## src/pll2lk_regs.svh

```systemverilog
// register map, field positions, reset values and timing for the pll2 lock block
// What this block does
// - window code 2 is 3.7 ns; others reserved
// - in-window comparison increments the lock counter
// - lock asserts after count consecutive in-window cycles
// - 14-bit count, high six plus low eight
// - pump current code selects 100 to 3200 uA
// - polarity 0 negative slope, 1 positive slope
// - float bit puts pump output in high-z
// - enable lets sync pin start continuous pulsing
`ifndef PLL2LK_REGS_SVH
`define PLL2LK_REGS_SVH

// register indices; byte address is four times the index
`define PLL2LK_IDX_PDCTRL   10'h169
`define PLL2LK_IDX_SYNCHI   10'h16a
`define PLL2LK_IDX_CNTLO    10'h16b
`define PLL2LK_IDX_STATUS   10'h16c
`define PLL2LK_IDX_MASK     10'h16d
`define PLL2LK_IDX_LKSTATE  10'h16e
`define PLL2LK_IDX_LKCNTLO  10'h16f

// phase detector control fields
`define PLL2LK_WND_HI       6
`define PLL2LK_WND_LO       5
`define PLL2LK_CUR_HI       4
`define PLL2LK_CUR_LO       3
`define PLL2LK_POL_BIT      2
`define PLL2LK_FLOAT_BIT    1
`define PLL2LK_FIXED_BIT    0
`define PLL2LK_PDCTRL_WMASK 8'h7f
`define PLL2LK_PDCTRL_RST   8'h59
`define PLL2LK_WND_3P7NS    2'h2

// sync request / count high fields
`define PLL2LK_SYNCEN_BIT   6
`define PLL2LK_SYNCHI_WMASK 8'h7f
`define PLL2LK_SYNCHI_RST   8'h20
`define PLL2LK_CNTLO_RST    8'h00

// status bit positions
`define PLL2LK_ST_LOCKED    0
`define PLL2LK_ST_UNLOCKED  1
`define PLL2LK_ST_MISS      2
`define PLL2LK_ST_SYNCREQ   3
`define PLL2LK_ST_WMASK     8'h0f

// comparison window in picoseconds and clock period
`define PLL2LK_WIN_PS       3700
`define PLL2LK_CLK_PS       100000
`define PLL2LK_WIN_CYC      (((`PLL2LK_WIN_PS) / (`PLL2LK_CLK_PS)) < 1 ? 1 : \
                             ((`PLL2LK_WIN_PS) / (`PLL2LK_CLK_PS)))

`endif

```

## src/pll2lk_pkg.sv

```systemverilog
// types shared by the pll2 lock block
package pll2lk_pkg;
  typedef logic [13:0] pll2lk_count_t;
  typedef enum logic [1:0] {CUR_100UA, CUR_400UA, CUR_1600UA, CUR_3200UA}
    pll2lk_cur_e;
  typedef enum {CMP_IDLE, CMP_WAIT_FB, CMP_WAIT_REF} pll2lk_cmp_e;
endpackage

```

## src/pll2lk_cmp_if.sv

```systemverilog
// edge and verdict signals between the register block and the comparator
`timescale 1ns/1ps
interface pll2lk_cmp_if;
  logic ref_edge;
  logic fb_edge;
  logic window_ok;
  logic match;
  logic miss;
  logic ref_wait;
  logic fb_wait;
  modport top (output ref_edge, fb_edge, window_ok,
               input  match, miss, ref_wait, fb_wait);
  modport cmp (input  ref_edge, fb_edge, window_ok,
               output match, miss, ref_wait, fb_wait);
endinterface

```

## src/pll2lk_phase_cmp.sv

```systemverilog
// phase comparator: pairs reference and feedback edges against the window
`timescale 1ns/1ps
`include "pll2lk_regs.svh"
module pll2lk_phase_cmp (
  input wire logic     pclk,
  input wire logic     presetn,
  pll2lk_cmp_if.cmp    cmp
);
  localparam logic [3:0] WIN_CYC = 4'(`PLL2LK_WIN_CYC);

  pll2lk_pkg::pll2lk_cmp_e state_reg;
  logic [3:0]              timer_reg;
  logic                    match_reg;
  logic                    miss_reg;

  assign cmp.match    = match_reg;
  assign cmp.miss     = miss_reg;
  assign cmp.ref_wait = (state_reg == pll2lk_pkg::CMP_WAIT_FB);
  assign cmp.fb_wait  = (state_reg == pll2lk_pkg::CMP_WAIT_REF);

  // the window is shorter than a clock, so the least step is one cycle;
  // a reserved window code turns every comparison into a miss
  always_ff @(posedge pclk or negedge presetn)
  begin
    if (!presetn)
    begin
      state_reg <= pll2lk_pkg::CMP_IDLE;
      timer_reg <= 4'h0;
      match_reg <= 1'b0;
      miss_reg  <= 1'b0;
    end
    else
    begin
      match_reg <= 1'b0;
      miss_reg  <= 1'b0;
      case (state_reg)
        pll2lk_pkg::CMP_IDLE:
        begin
          timer_reg <= 4'h0;
          if (cmp.ref_edge && cmp.fb_edge)
          begin
            match_reg <= cmp.window_ok;
            miss_reg  <= !cmp.window_ok;
          end
          else if (cmp.ref_edge)
            state_reg <= pll2lk_pkg::CMP_WAIT_FB;
          else if (cmp.fb_edge)
            state_reg <= pll2lk_pkg::CMP_WAIT_REF;
        end
        pll2lk_pkg::CMP_WAIT_FB,
        pll2lk_pkg::CMP_WAIT_REF:
        begin
          timer_reg <= timer_reg + 4'h1;
          if ((state_reg == pll2lk_pkg::CMP_WAIT_FB && cmp.fb_edge) ||
              (state_reg == pll2lk_pkg::CMP_WAIT_REF && cmp.ref_edge))
          begin
            match_reg <= cmp.window_ok;
            miss_reg  <= !cmp.window_ok;
            state_reg <= pll2lk_pkg::CMP_IDLE;
          end
          else if (timer_reg >= WIN_CYC - 4'h1)
          begin
            miss_reg  <= 1'b1;
            state_reg <= pll2lk_pkg::CMP_IDLE;
          end
        end
        default:
          state_reg <= pll2lk_pkg::CMP_IDLE;
      endcase
    end
  end
endmodule

```

## src/pll2lk_top.sv

```systemverilog
// pll2 phase detector control, lock detect and sync request, apb slave
`timescale 1ns/1ps
`include "pll2lk_regs.svh"
module pll2lk_top (
  input  wire logic        pclk,
  input  wire logic        presetn,
  input  wire logic        psel,
  input  wire logic        penable,
  input  wire logic        pwrite,
  input  wire logic [11:0] paddr,
  input  wire logic [31:0] pwdata,
  input  wire logic [3:0]  pstrb,
  output logic [31:0]      prdata,
  output logic             pready,
  output logic             pslverr,
  input  wire logic        ref_edge_pin,
  input  wire logic        fb_edge_pin,
  input  wire logic        sync_request_pin,
  output logic [1:0]       pump_current_select,
  output logic             pump_polarity,
  output logic             pump_up,
  output logic             pump_down,
  output logic             pump_oe,
  output logic             digital_lock_indication,
  output logic             frame_ref_pulse_run,
  output logic             irq
);

  // register storage
  logic [7:0]  pdctrl_reg;
  logic [7:0]  synchi_reg;
  logic [7:0]  cntlo_reg;
  logic [7:0]  status_reg;
  logic [7:0]  mask_reg;
  logic [7:0]  status_next;

  // bus state
  logic        pready_reg;
  logic        pslverr_reg;
  logic [31:0] prdata_reg;
  logic [7:0]  rd_mux;
  logic        addr_hit;
  logic        wr_fire;
  logic        lane0;
  logic [9:0]  widx;

  // pin synchronisers and edge detect
  logic [2:0]  sync1_reg;
  logic [2:0]  sync2_reg;
  logic [2:0]  sync3_reg;
  logic [2:0]  rise;

  // lock detect
  pll2lk_pkg::pll2lk_count_t lock_cnt_reg;
  pll2lk_pkg::pll2lk_count_t lock_limit;
  logic        lock_reg;
  logic        lock_d_reg;
  logic        miss_d_reg;
  logic        syncev_reg;
  logic [7:0]  ev_set;

  // pump drive
  logic        pump_up_reg;
  logic        pump_dn_reg;
  logic        pump_oe_reg;
  logic        pulse_run_reg;
  logic        irq_reg;

  pll2lk_cmp_if cmp_bus ();

  assign prdata                  = prdata_reg;
  assign pready                  = pready_reg;
  assign pslverr                 = pslverr_reg;
  assign pump_current_select     = pdctrl_reg[`PLL2LK_CUR_HI:`PLL2LK_CUR_LO];
  assign pump_polarity           = pdctrl_reg[`PLL2LK_POL_BIT];
  assign pump_up                 = pump_up_reg;
  assign pump_down               = pump_dn_reg;
  assign pump_oe                 = pump_oe_reg;
  assign digital_lock_indication = lock_reg;
  assign frame_ref_pulse_run     = pulse_run_reg;
  assign irq                     = irq_reg;

  // the 14-bit count joins the high six bits and the low byte
  assign lock_limit = {synchi_reg[5:0], cntlo_reg};

  // three pins cross into pclk through two flops each before use
  genvar gi;
  generate
    for (gi = 0; gi < 3; gi = gi + 1)
    begin : g_sync
      always_ff @(posedge pclk or negedge presetn)
      begin
        if (!presetn)
        begin
          sync1_reg[gi] <= 1'b0;
          sync2_reg[gi] <= 1'b0;
          sync3_reg[gi] <= 1'b0;
        end
        else
        begin
          sync1_reg[gi] <= (gi == 0) ? ref_edge_pin :
                           (gi == 1) ? fb_edge_pin : sync_request_pin;
          sync2_reg[gi] <= sync1_reg[gi];
          sync3_reg[gi] <= sync2_reg[gi];
        end
      end
      assign rise[gi] = sync2_reg[gi] & ~sync3_reg[gi];
    end
  endgenerate

  // comparator hookup
  assign cmp_bus.ref_edge  = rise[0];
  assign cmp_bus.fb_edge   = rise[1];
  assign cmp_bus.window_ok =
    (pdctrl_reg[`PLL2LK_WND_HI:`PLL2LK_WND_LO] == `PLL2LK_WND_3P7NS);

  pll2lk_phase_cmp u_cmp (
    .pclk    (pclk),
    .presetn (presetn),
    .cmp     (cmp_bus.cmp)
  );

  // apb decode; only aligned word accesses hit a register
  assign widx    = paddr[11:2];
  assign lane0   = pstrb[0];
  assign wr_fire = psel & penable & pready_reg & pwrite & addr_hit;

  always_comb
  begin
    addr_hit = (paddr[1:0] == 2'h0);
    rd_mux   = 8'h00;
    case (widx)
      `PLL2LK_IDX_PDCTRL:  rd_mux = pdctrl_reg & `PLL2LK_PDCTRL_WMASK;
      `PLL2LK_IDX_SYNCHI:  rd_mux = synchi_reg & `PLL2LK_SYNCHI_WMASK;
      `PLL2LK_IDX_CNTLO:   rd_mux = cntlo_reg;
      `PLL2LK_IDX_STATUS:  rd_mux = status_reg & `PLL2LK_ST_WMASK;
      `PLL2LK_IDX_MASK:    rd_mux = mask_reg & `PLL2LK_ST_WMASK;
      `PLL2LK_IDX_LKSTATE: rd_mux = {lock_reg, 1'b0, lock_cnt_reg[13:8]};
      `PLL2LK_IDX_LKCNTLO: rd_mux = lock_cnt_reg[7:0];
      default:             addr_hit = 1'b0;
    endcase
  end

  // one wait state so read data and pready come from flops
  always_ff @(posedge pclk or negedge presetn)
  begin
    if (!presetn)
    begin
      pready_reg  <= 1'b0;
      pslverr_reg <= 1'b0;
      prdata_reg  <= 32'h0000_0000;
    end
    else if (psel && penable && !pready_reg)
    begin
      pready_reg  <= 1'b1;
      pslverr_reg <= !addr_hit;
      prdata_reg  <= (addr_hit && !pwrite) ? {24'h00_0000, rd_mux} :
                     32'h0000_0000;
    end
    else
    begin
      pready_reg  <= 1'b0;
      pslverr_reg <= 1'b0;
    end
  end

  // control registers; reserved bits are never stored
  always_ff @(posedge pclk or negedge presetn)
  begin
    if (!presetn)
    begin
      pdctrl_reg <= `PLL2LK_PDCTRL_RST;
      synchi_reg <= `PLL2LK_SYNCHI_RST;
      cntlo_reg  <= `PLL2LK_CNTLO_RST;
      mask_reg   <= 8'h00;
    end
    else if (wr_fire && lane0)
    begin
      case (widx)
        `PLL2LK_IDX_PDCTRL:
          pdctrl_reg <= pwdata[7:0] & `PLL2LK_PDCTRL_WMASK;
        `PLL2LK_IDX_SYNCHI:
          synchi_reg <= pwdata[7:0] & `PLL2LK_SYNCHI_WMASK;
        `PLL2LK_IDX_CNTLO:
          cntlo_reg  <= pwdata[7:0];
        `PLL2LK_IDX_MASK:
          mask_reg   <= pwdata[7:0] & `PLL2LK_ST_WMASK;
        default:
          mask_reg   <= mask_reg;
      endcase
    end
  end

  // lock counter; a zero count never grants lock
  always_ff @(posedge pclk or negedge presetn)
  begin
    if (!presetn)
    begin
      lock_cnt_reg <= 14'h0000;
      lock_reg     <= 1'b0;
    end
    else if (cmp_bus.miss)
    begin
      lock_cnt_reg <= 14'h0000;
      lock_reg     <= 1'b0;
    end
    else if (lock_limit == 14'h0000)
      lock_reg <= 1'b0;
    else if (cmp_bus.match)
    begin
      if (lock_cnt_reg < lock_limit)
        lock_cnt_reg <= lock_cnt_reg + 14'h0001;
      if (lock_cnt_reg + 14'h0001 >= lock_limit)
        lock_reg <= 1'b1;
    end
  end

  // pump drive follows the comparator; polarity swaps direction and
  // float releases the pin so the loop filter holds its voltage
  always_ff @(posedge pclk or negedge presetn)
  begin
    if (!presetn)
    begin
      pump_up_reg <= 1'b0;
      pump_dn_reg <= 1'b0;
      pump_oe_reg <= 1'b0;
    end
    else
    begin
      pump_oe_reg <= !pdctrl_reg[`PLL2LK_FLOAT_BIT];
      if (pdctrl_reg[`PLL2LK_FLOAT_BIT])
      begin
        pump_up_reg <= 1'b0;
        pump_dn_reg <= 1'b0;
      end
      else if (pdctrl_reg[`PLL2LK_POL_BIT])
      begin
        pump_up_reg <= cmp_bus.ref_wait;
        pump_dn_reg <= cmp_bus.fb_wait;
      end
      else
      begin
        pump_up_reg <= cmp_bus.fb_wait;
        pump_dn_reg <= cmp_bus.ref_wait;
      end
    end
  end

  // sync pin starts continuous pulsing only while enabled; dropping
  // the enable stops the pulser
  always_ff @(posedge pclk or negedge presetn)
  begin
    if (!presetn)
    begin
      pulse_run_reg <= 1'b0;
      syncev_reg    <= 1'b0;
    end
    else
    begin
      syncev_reg <= rise[2] & synchi_reg[`PLL2LK_SYNCEN_BIT];
      if (!synchi_reg[`PLL2LK_SYNCEN_BIT])
        pulse_run_reg <= 1'b0;
      else if (rise[2])
        pulse_run_reg <= 1'b1;
    end
  end

  // event delays for edge detection of lock and miss
  always_ff @(posedge pclk or negedge presetn)
  begin
    if (!presetn)
    begin
      lock_d_reg <= 1'b0;
      miss_d_reg <= 1'b0;
    end
    else
    begin
      lock_d_reg <= lock_reg;
      miss_d_reg <= cmp_bus.miss;
    end
  end

  always_comb
  begin
    ev_set                      = 8'h00;
    ev_set[`PLL2LK_ST_LOCKED]   = lock_reg & ~lock_d_reg;
    ev_set[`PLL2LK_ST_UNLOCKED] = ~lock_reg & lock_d_reg;
    ev_set[`PLL2LK_ST_MISS]     = miss_d_reg;
    ev_set[`PLL2LK_ST_SYNCREQ]  = syncev_reg;
    status_next                 = status_reg;
    if (wr_fire && lane0 && widx == `PLL2LK_IDX_STATUS)
      status_next = status_reg & ~pwdata[7:0];
    status_next = (status_next | ev_set) & `PLL2LK_ST_WMASK;  // set wins
  end

  // sticky status and the masked level interrupt
  always_ff @(posedge pclk or negedge presetn)
  begin
    if (!presetn)
    begin
      status_reg <= 8'h00;
      irq_reg    <= 1'b0;
    end
    else
    begin
      status_reg <= status_next;
      irq_reg    <= |(status_next & mask_reg);
    end
  end

endmodule

```

## config.mk

```make
export PLATFORM = sky130hd
export DESIGN_NAME = pll2lk_top
export DESIGN_NICKNAME = d
export VERILOG_FILES = /design/src/pll2lk_pkg.sv /design/src/pll2lk_cmp_if.sv /design/src/pll2lk_phase_cmp.sv /design/src/pll2lk_top.sv
export VERILOG_INCLUDE_DIRS = /design/src
export SDC_FILE = /design/constraint.sdc
export NUM_CORES = 1
export LEC_CHECK = 0
export ABC_AREA = 1
export BUFFER_PORTS_ARGS = -buffer_cell sky130_fd_sc_hd__buf_2
export CORE_MARGIN = 8
export CORE_UTILIZATION = 45
export CTS_CLUSTER_DIAMETER = 50
export CTS_CLUSTER_SIZE = 14
export DETAILED_ROUTE_END_ITERATION = 6
export PLACE_DENSITY = 0.74
export SYNTH_ARGS = -nofsm -noshare
export SYNTH_HDL_FRONTEND = slang
export SYNTH_SLANG_ARGS = --single-unit
export TNS_END_PERCENT = 100
```

## constraint.sdc

```tcl
create_clock -name pclk -period 2.5 [get_ports pclk]
set_clock_uncertainty 0.2 [all_clocks]
set_input_delay 0.25 -clock pclk [delete_from_list [all_inputs] [get_ports pclk]]
set_output_delay 0.25 -clock pclk [all_outputs]
set_load 0.01 [all_outputs]
```

==> metrics.md, run 1 <==
| Metric | Value |
|---|---|
| Drt via density | 5.26 |
| Status | finished with violations |
| Slew Limit Fails | 0 |
| Mapped Avg Cell Area | between 8 and 9 um^2 |
| Crit-path cells | inv_1 -> nor3_4 -> nand4_2 -> or2_4 -> buf_4 -> xor2_2 -> ha_1 -> a21oi_1 -> o21ai_1 -> nand2_1 -> o211a_1 -> nand3_1 -> nand2_1 -> nand2_1 -> nand2_1 -> nor2_1 |
| Max_cap viols | 0 |
| Critical path class | flop to flop |
| Power per standard cell area | roughly 500 nW/um^2 |
| LEAKAGE | 2.73 nW |
| Fin worst setup slack | -209 ps |
| CP endpoint kind | flop |
| HPWL Detailed | 9110 um |
| Final setup fails | 1 |
| Clock Power Share | 38.6% |
| HP Class | input pin to flop |
| Vias in the first global route | 3901 |
| Sequential Power Share | approximately 49% |
| Fmax | 369 MHz |
| P_sw | 0.786 mW |
| Antenna Nets Post-Route | 0 |
| H-tree depth | 3 |
| Netlist cell types | 44 |
| Initial antenna violation count | 0 |
| Worst-Margin Slew | approximately 540 ps |
| RSZ-0062 raised after global routing | yes |
| Tot GR Track Use | a little under a fifth |
| Tcrit/Tclk final | 108% |
| CP Max Fanout | 3 |
| Logic gate share of total power | around 13% |
| Area Growth Syn to Fin | 21.5% |
| Core box area | between 9000 and 10000 um^2 |
| Failing checks | negative setup slack |
| Ant diodes | 0 |
| Final #Nets | between 700 and 800 |
| GR Overflow Total | 0 |
| Final min period | 2710 ps |
| Max reg flops | 14 |
| Final hold vios | 0 |
| CP max stage cell | dfrtp_1 |
| CP startpoint kind | flop |
| Worst Path Required | ~2600 ps |
| #FFs+latches synth | 76 |
| 1st-iter DRT viols | 262 |
| Starting Density | 45.5% |
| FP Rows | 36 |
| Die height | 115 um |
| Slew headroom | between 60% and 70% |
| Fin Hold WS | 14.3 ps |
| Max VDD drop | 0.425 mV |
| Largest net degree at the start of global routing | 41 |
| Clk pin slew, worst setup/hold paths | 100 ps |
| Vias | 3993 |
| Pint | 1.88 mW |
| Util after Layout | 55.3% |
| Synth Flop Type | dfrtp_1 |
| GPL Wtd Cong | 0.977 |
| I/O Pins | 99 |
| Root buffer cell | clkbuf_8 |
| DRT Wirelength | 12100 um |
| CP peak stage delay | 380 ps |
| Die Area | 13200 um^2 |
| Layout cells sized above 1 | 21.4% |
| First-pass GRT wire length | 19000 um |
| Drt pass-1 iters | 5 |
| Most used cell, CP | nand2_1 |
| Avg WL per Cell | 15.9 um |
| Post-Syn Area | 4390 um^2 |
| CTS Sinks | 76 |
| Clock Latency Late Sink | 360 ps |
| IO Port Bufs | 47 |
| Post-synth ARST share | 100% |
| Warnings, synthesis | 0 |
| Seq/Total Area, Yosys | 43.5% |
| Syn Inst Count | 523 |
| FILL cells | 883 |
| Clock Path Buffers | 2 |
| CTS tree | yes |
| DIE WIDTH | 115 um |
| Cts bufs inserted | 9 |
| Sw frac | 29.5% |
| Arrival time worst endpoint | 2760 ps |
| Post-synth EDFFs | 0 |
| # DRC | 0 |
==> critical path, delay by kind of cell, from the launching register on <==
kind                     cells  cell delay [ps]
AND/OR/NAND/NOR              9              980
adder cells (fa/ha/maj)      1              320
flip-flops                   1              380
buffers and inverters        2              240
AO/OA/AOI/OAI                3              350
XOR/XNOR                     1              150
==> kinds of logic after synthesis <==
family,count (synthesis),synth area share [%]
simple gates,199,20.5
buf+inv,108,11.7
compound gates,94,12.4
flops,76,43.5
fa+ha+maj,34,9.69
xor+xnor,11,2.19
other cells,1,0.0854
==> stage by stage <==
stage | instance area (um^2) | setup TNS, ps | total power [mW] | setup slack (ps) | instances
3_3_place_gp | 4870 | -193 | 1.61 | -193 | 723
3_5_place_dp | 4870 | -271 | 1.63 | -271 | 723
4_1_cts | 5300 | -219 | 2.66 | -219 | 757
6_report | 5330 | -209 | 2.66 | -209 | 759
2_1_floorplan | 4480 | -28.9 | 1.50 | -28.9 | 546
5_1_grt | 5330 | -556 | 2.76 | -470 | 759
==> area by class of cell <==
| type | instances | area (um^2) | area share (%) |
|---|---|---|---|
| Inverter | 77 | 289 | 5.42 |
| Multi-Input combinational cell | 362 | 2120 | 39.8 |
| Tap cell | 133 | 166 | 3.12 |
| Timing Repair Buffer | 95 | 633 | 11.9 |
| Clock inverter | 7 | 87.6 | 1.64 |
| Sequential cell | 76 | 1910 | 35.8 |
| Clock buffer | 9 | 124 | 2.32 |
==> synthesized netlist by cell type (2+ instances only) <==
master | number | area [um^2]
nand3_1 | 11 | 55.1
nor4_1 | 2 | 12.5
nor4_4 | 2 | 42.5
nand2_2 | 3 | 18.8
clkinv_1 | 2 | 7.51
inv_1 | 74 | 278
nor3b_1 | 2 | 15.0
o221ai_1 | 2 | 17.5
buf_4 | 26 | 195
nand2_1 | 121 | 454
buf_2 | 3 | 15.0
xor2_1 | 11 | 96.3
o21ai_1 | 23 | 115
a211oi_1 | 4 | 30.0
a21oi_1 | 16 | 80.1
dfrtp_1 | 71 | 1780
or2_2 | 2 | 12.5
nor3_1 | 7 | 35.0
a221oi_1 | 2 | 17.5
nand4_1 | 8 | 50.1
dfstp_2 | 5 | 131
o22ai_1 | 10 | 62.6
ha_1 | 34 | 425
nor2_1 | 34 | 128
o21ai_0 | 29 | 145
==> routing by layer <==
layer	up-vias	wire, um	share of wire (%)	GRT usage (%)
met5	-	0	0	0
met4	0	432	3.6	9.89
met3	33	1000	8.3	4.15
met2	181	5750	48	30.7
met1	1913	4880	40	22.1
li1	1866	-	-	-
==> cell usage in the layout (no fill, tap or decap), drive strengths merged, types with 3 or more instances in the layout <==
cell type,instances
xor2,11
nor2,35
dlygate4sd3,11
buf,84
nor4,5
clkinv,3
a21oi,16
conb,24
nand4,9
ha,34
nand2,124
o22ai,10
inv,80
a211oi,4
o21ai,53
dfstp,5
dfrtp,71
nor3,9
clkbuf,9
nand3,12
or2,3
==> power groups by stage <==
stage	registers (mW)	clock network, mW	logic [mW]
after floorplan	1.32	0	0.187
after global routing	1.30	1.08	0.377
after global placement	1.32	0	0.298
after detailed placement	1.32	0	0.312
after CTS	1.30	1.03	0.328
final	1.30	1.03	0.339
==> repair_timing <==
action	in CTS	in global routing
pin swaps	11	3
setup buffers	7	2
setup endpoints to repair	1	2
gates resized for setup	12	6
hold endpoints to repair	53	0
hold buffers	11	0
==> path summary, 6_finish.rpt <==
check                           slack, ps                   startpoint                                   to  cells after the start
max in group asynchronous            1160                      presetn            synchi_reg[5]$_DFFE_PN1P_                      3
worst max register to register       -210  lock_cnt_reg[1]$_DFFE_PN0P_  digital_lock_indication$_DFFE_PN0P_                     16
worst min register to register        150       sync1_reg[1]$_DFF_PN0_               sync2_reg[1]$_DFF_PN0_                      0
worst min-delay path                   10                    pwdata[1]              status_reg[1]$_DFF_PN0_                      4
worst max-delay path                 -210  lock_cnt_reg[1]$_DFFE_PN0P_  digital_lock_indication$_DFFE_PN0P_                     16
min in group asynchronous             200                      presetn          lock_cnt_reg[9]$_DFFE_PN0P_                      2
No activity file was read; power rests on OpenSTA's default activity.
==> run 2: changes to the inputs <==
CORE_MARGIN = not set   (was 8)
CORE_UTILIZATION = 40   (was 45)
CTS_BUF_LIST = sky130_fd_sc_hd__clkbuf_2 sky130_fd_sc_hd__clkbuf_4 sky130_fd_sc_hd__clkbuf_8   (was not set)
PLACE_DENSITY = 0.67   (was 0.74)
==> run 2 against run 1 <==
Effect of this change: the run still ends with negative setup slack left; sequential share of layout area fell by 0.39 points; clock power rose by 17%; sequential cell count did not move; hold slack improved by 1.9 ps; final cell count rose by 0.13%; non-clock buffer count fell by 2; sequential power barely moved; global-route usage rose by 2.0 points; setup slack got worse by 160 ps; combinational power rose by 6%; largest power group unchanged.
==> metrics.md, run 2 (same netlist as run 1, synthesis figures left out) <==
| Metric | Value |
|---|---|
| Worst Path Required | 2540 ps (was 2550 ps) |
| H-tree depth | 3 (unchanged) |
| Buf/Inv on CP | 2 (unchanged) |
| WP depth | 18 (was 16) |
| Clk pin slew, worst setup/hold paths | 90 ps (was 100 ps) |
| Finished Layout Cells | 760 (was 759) |
| I/O Pins | 99 (unchanged) |
| DIE WIDTH | 107 um (was 115 um) |
| LEAKAGE | 2.74 nW (was 2.73 nW) |
| # DRC | 0 (unchanged) |
| Tot GR Track Use | 20.5% (was 18.6%) |
| GPL Wtd Cong | 0.931 (was 0.977) |
| Area Growth Syn to Fin | 22.8% (was 21.5%) |
| Starting Density | 42.0% (was 45.5%) |
| Vias in the first global route | 3702 (was 3901) |
| Drt pass-1 iters | 5 (unchanged) |
| Max_cap viols | 0 (unchanged) |
| R2r setup slk | -370 ps (was -210 ps) |
| Avg WL per Cell | 14.5 um (was 15.9 um) |
| Critical path class | flop to flop (unchanged) |
| Most frequent cells in the layout | nand2_1, inv_1, dfrtp_1 (unchanged) |
| Post-route cell area | 5390 um^2 (was 5330 um^2) |
| Die height | 107 um (was 115 um) |
| Core box area | 10500 um^2 (was 9640 um^2) |
| Layout cells sized above 1 | 22.1% (was 21.4%) |
| Final hold vios | 0 (unchanged) |
| Critical R2R Launch | lock_cnt_reg[0]$_DFFE_PN0P_ (was lock_cnt_reg[1]$_DFFE_PN0P_) |
| HP Class | input pin to flop (unchanged) |
| RSZ-0062 raised after global routing | yes (unchanged) |
| Fmax | 349 MHz (was 369 MHz) |
| Die Area | 11400 um^2 (was 13200 um^2) |
| Worst-Margin Slew | 515 ps (was 541 ps) |
| Fin worst setup slack | -366 ps (was -209 ps) |
| Clock Path Buffers | 2 (unchanged) |
| CP startpoint | lock_cnt_reg[0]$_DFFE_PN0P_ (was lock_cnt_reg[1]$_DFFE_PN0P_) |
| First-pass GRT wire length | 18000 um (was 19000 um) |
| CTS tree | yes (unchanged) |
| IO Port Bufs | 47 (unchanged) |
| Cts bufs inserted | 9 (unchanged) |
| Family with the most delay on the worst path | simple AND/OR/NAND/NOR gates (unchanged) |
| CP Max Fanout | 3 (unchanged) |
| Final min period | 2870 ps (was 2710 ps) |
| FF-to-FF path depth | 18 (was 16) |
| Max VDD drop | 0.472 mV (was 0.425 mV) |
| Largest net degree at the start of global routing | 42 (was 41) |
| Slew Limit Fails | 0 (unchanged) |
| CTS Sinks | 76 (unchanged) |
| Arrival time worst endpoint | 2910 ps (was 2760 ps) |
| CP peak stage delay | 380 ps (about the same) |
| Vias | 3836 (was 3993) |
| Most used cell, CP | nand2_1 (unchanged) |
| Final setup fails | 1 (unchanged) |
| CP endpoint kind | flop (unchanged) |
| Ant diodes | 0 (unchanged) |
| Crit-path cells | buf_6 -> inv_4 -> nor3_4 -> nand4_2 -> or2_4 -> nor2_4 -> nand2_2 -> xor2_2 -> ha_1 -> nand2_2 -> nor2_4 -> nand2_1 -> o211a_1 -> nand3_2 -> nand2_1 -> nand2_1 -> nand2_1 -> nor2_1 (was inv_1 -> nor3_4 -> nand4_2 -> or2_4 -> buf_4 -> xor2_2 -> ha_1 -> a21oi_1 -> o21ai_1 -> nand2_1 -> o211a_1 -> nand3_1 -> nand2_1 -> nand2_1 -> nand2_1 -> nor2_1) |
| Drt via density | 5.05 (was 5.26) |
| Power per standard cell area | 528 nW/um^2 (was 500 nW/um^2) |
| Placed Area | 4910 um^2 (was 4870 um^2) |
| Failing checks | negative setup slack (unchanged) |
| Slew headroom | 65.7% (was 63.9%) |
| Initial antenna violation count | 0 (unchanged) |
| Dpl ws | -322 ps (was -271 ps) |
| HPWL Detailed | 8510 um (was 9110 um) |
| FP Rows | 37 (was 36) |
| Max reg flops | 14 (unchanged) |
| Tcrit/Tclk final | 115% (was 108%) |
| Status | finished with violations (unchanged) |
| Commonest non-fill, non-tap cell in the layout | nand2_1 (unchanged) |
| 1st-iter DRT viols | 230 (was 262) |
| CP startpoint kind | flop (unchanged) |
| Clock Latency Late Sink | 360 ps (about the same) |
| FF-to-FF End | digital_lock_indication$_DFFE_PN0P_ (unchanged) |
| Post-Place Cells | 730 (was 723) |
| Antenna Nets Post-Route | 0 (unchanged) |
| CP max stage cell | dfrtp_1 (unchanged) |
| Root buffer cell | clkbuf_8 (unchanged) |
| GR Overflow Total | 0 (unchanged) |
| DRT Wirelength | 11000 um (was 12100 um) |
| Final #Nets | 709 (was 711) |
| Worst Setup EP | digital_lock_indication$_DFFE_PN0P_ (unchanged) |
run 2: cell type report:
type | count | area (um^2)
Tap cell | 136 | 170
Sequential cell | 76 | 1910
Inverter | 77 | 292
Fill cell | 1010 | 5070
Clock buffer | 9 | 124
Timing Repair Buffer | 93 | 626
Multi-Input combinational cell | 362 | 2140
Clock inverter | 7 | 128
run 2: timing repair:
item	4_1_cts	5_1_grt
hold buffers	9	0
pin swaps	9	9
gates resized for setup	11	14
setup endpoints to repair	1	15
setup buffers	3	3
hold endpoints to repair	50	0
run 2: power by group:
group / total, mW / internal, mW / switching, mW
combinational: 0.358 / 0.140 / 0.218
sequential: 1.30 / 1.27 / 0.0266
clock: 1.20 / 0.681 / 0.515
run 2: layer usage:
metal / track usage [%] / vias to the layer above / part of all wire, % / wire length [um]
met1: 27.0 / 1817 / 45 / 4980
met4: 9.88 / 0 / 3.6 / 397
met5: 0 / - / 0 / 0
met2: 32.3 / 138 / 45 / 4960
li1: - / 1849 / - / -
met3: 4.13 / 32 / 6.4 / 707
run 2: worst min path at each step:
stage / from / endpoint / slack, ps / depth (start not counted)
after floorplan: presetn / cntlo_reg[0]$_DFFE_PN0P_ / -250 / 0
after global placement: presetn / sync1_reg[0]$_DFF_PN0_ / 70 / 1
after detailed placement: presetn / sync1_reg[0]$_DFF_PN0_ / 70 / 1
after CTS: pwdata[3] / pdctrl_reg[3]$_DFFE_PN1P_ / 10 / 3
after global routing: pwdata[3] / pdctrl_reg[3]$_DFFE_PN1P_ / 8 / 3
final: pwdata[3] / pdctrl_reg[3]$_DFFE_PN1P_ / 20 / 3
run 2: stage by stage:
| step | utilization (%) | power, mW | setup TNS (ps) | hold slack (ps) |
|---|---|---|---|---|
| finish | 51.5 | 2.85 | -366 | 16.2 |
| global route | 51.5 | 2.98 | -537 | 8.50 |
| CTS | 50.9 | 2.85 | -333 | 10.1 |
| detailed placement | 47.0 | 1.64 | -322 | 69.8 |
| global placement | 47.0 | 1.62 | -288 | 65.9 |
| floorplan | - | 1.50 | -28.9 | -246 |
run 2: worst reg2reg max path: cells and delay by family (launching register included):
| family | cells | cell delay [ps] |
|---|---|---|
| AOI/OAI and AO/OA | 1 | 160 |
| xor gates and xnor gates | 1 | 150 |
| adders and majority gates | 1 | 330 |
| buffers and inverters | 2 | 150 |
| DFF | 1 | 380 |
| and+or+nand+nor | 13 | 1400 |
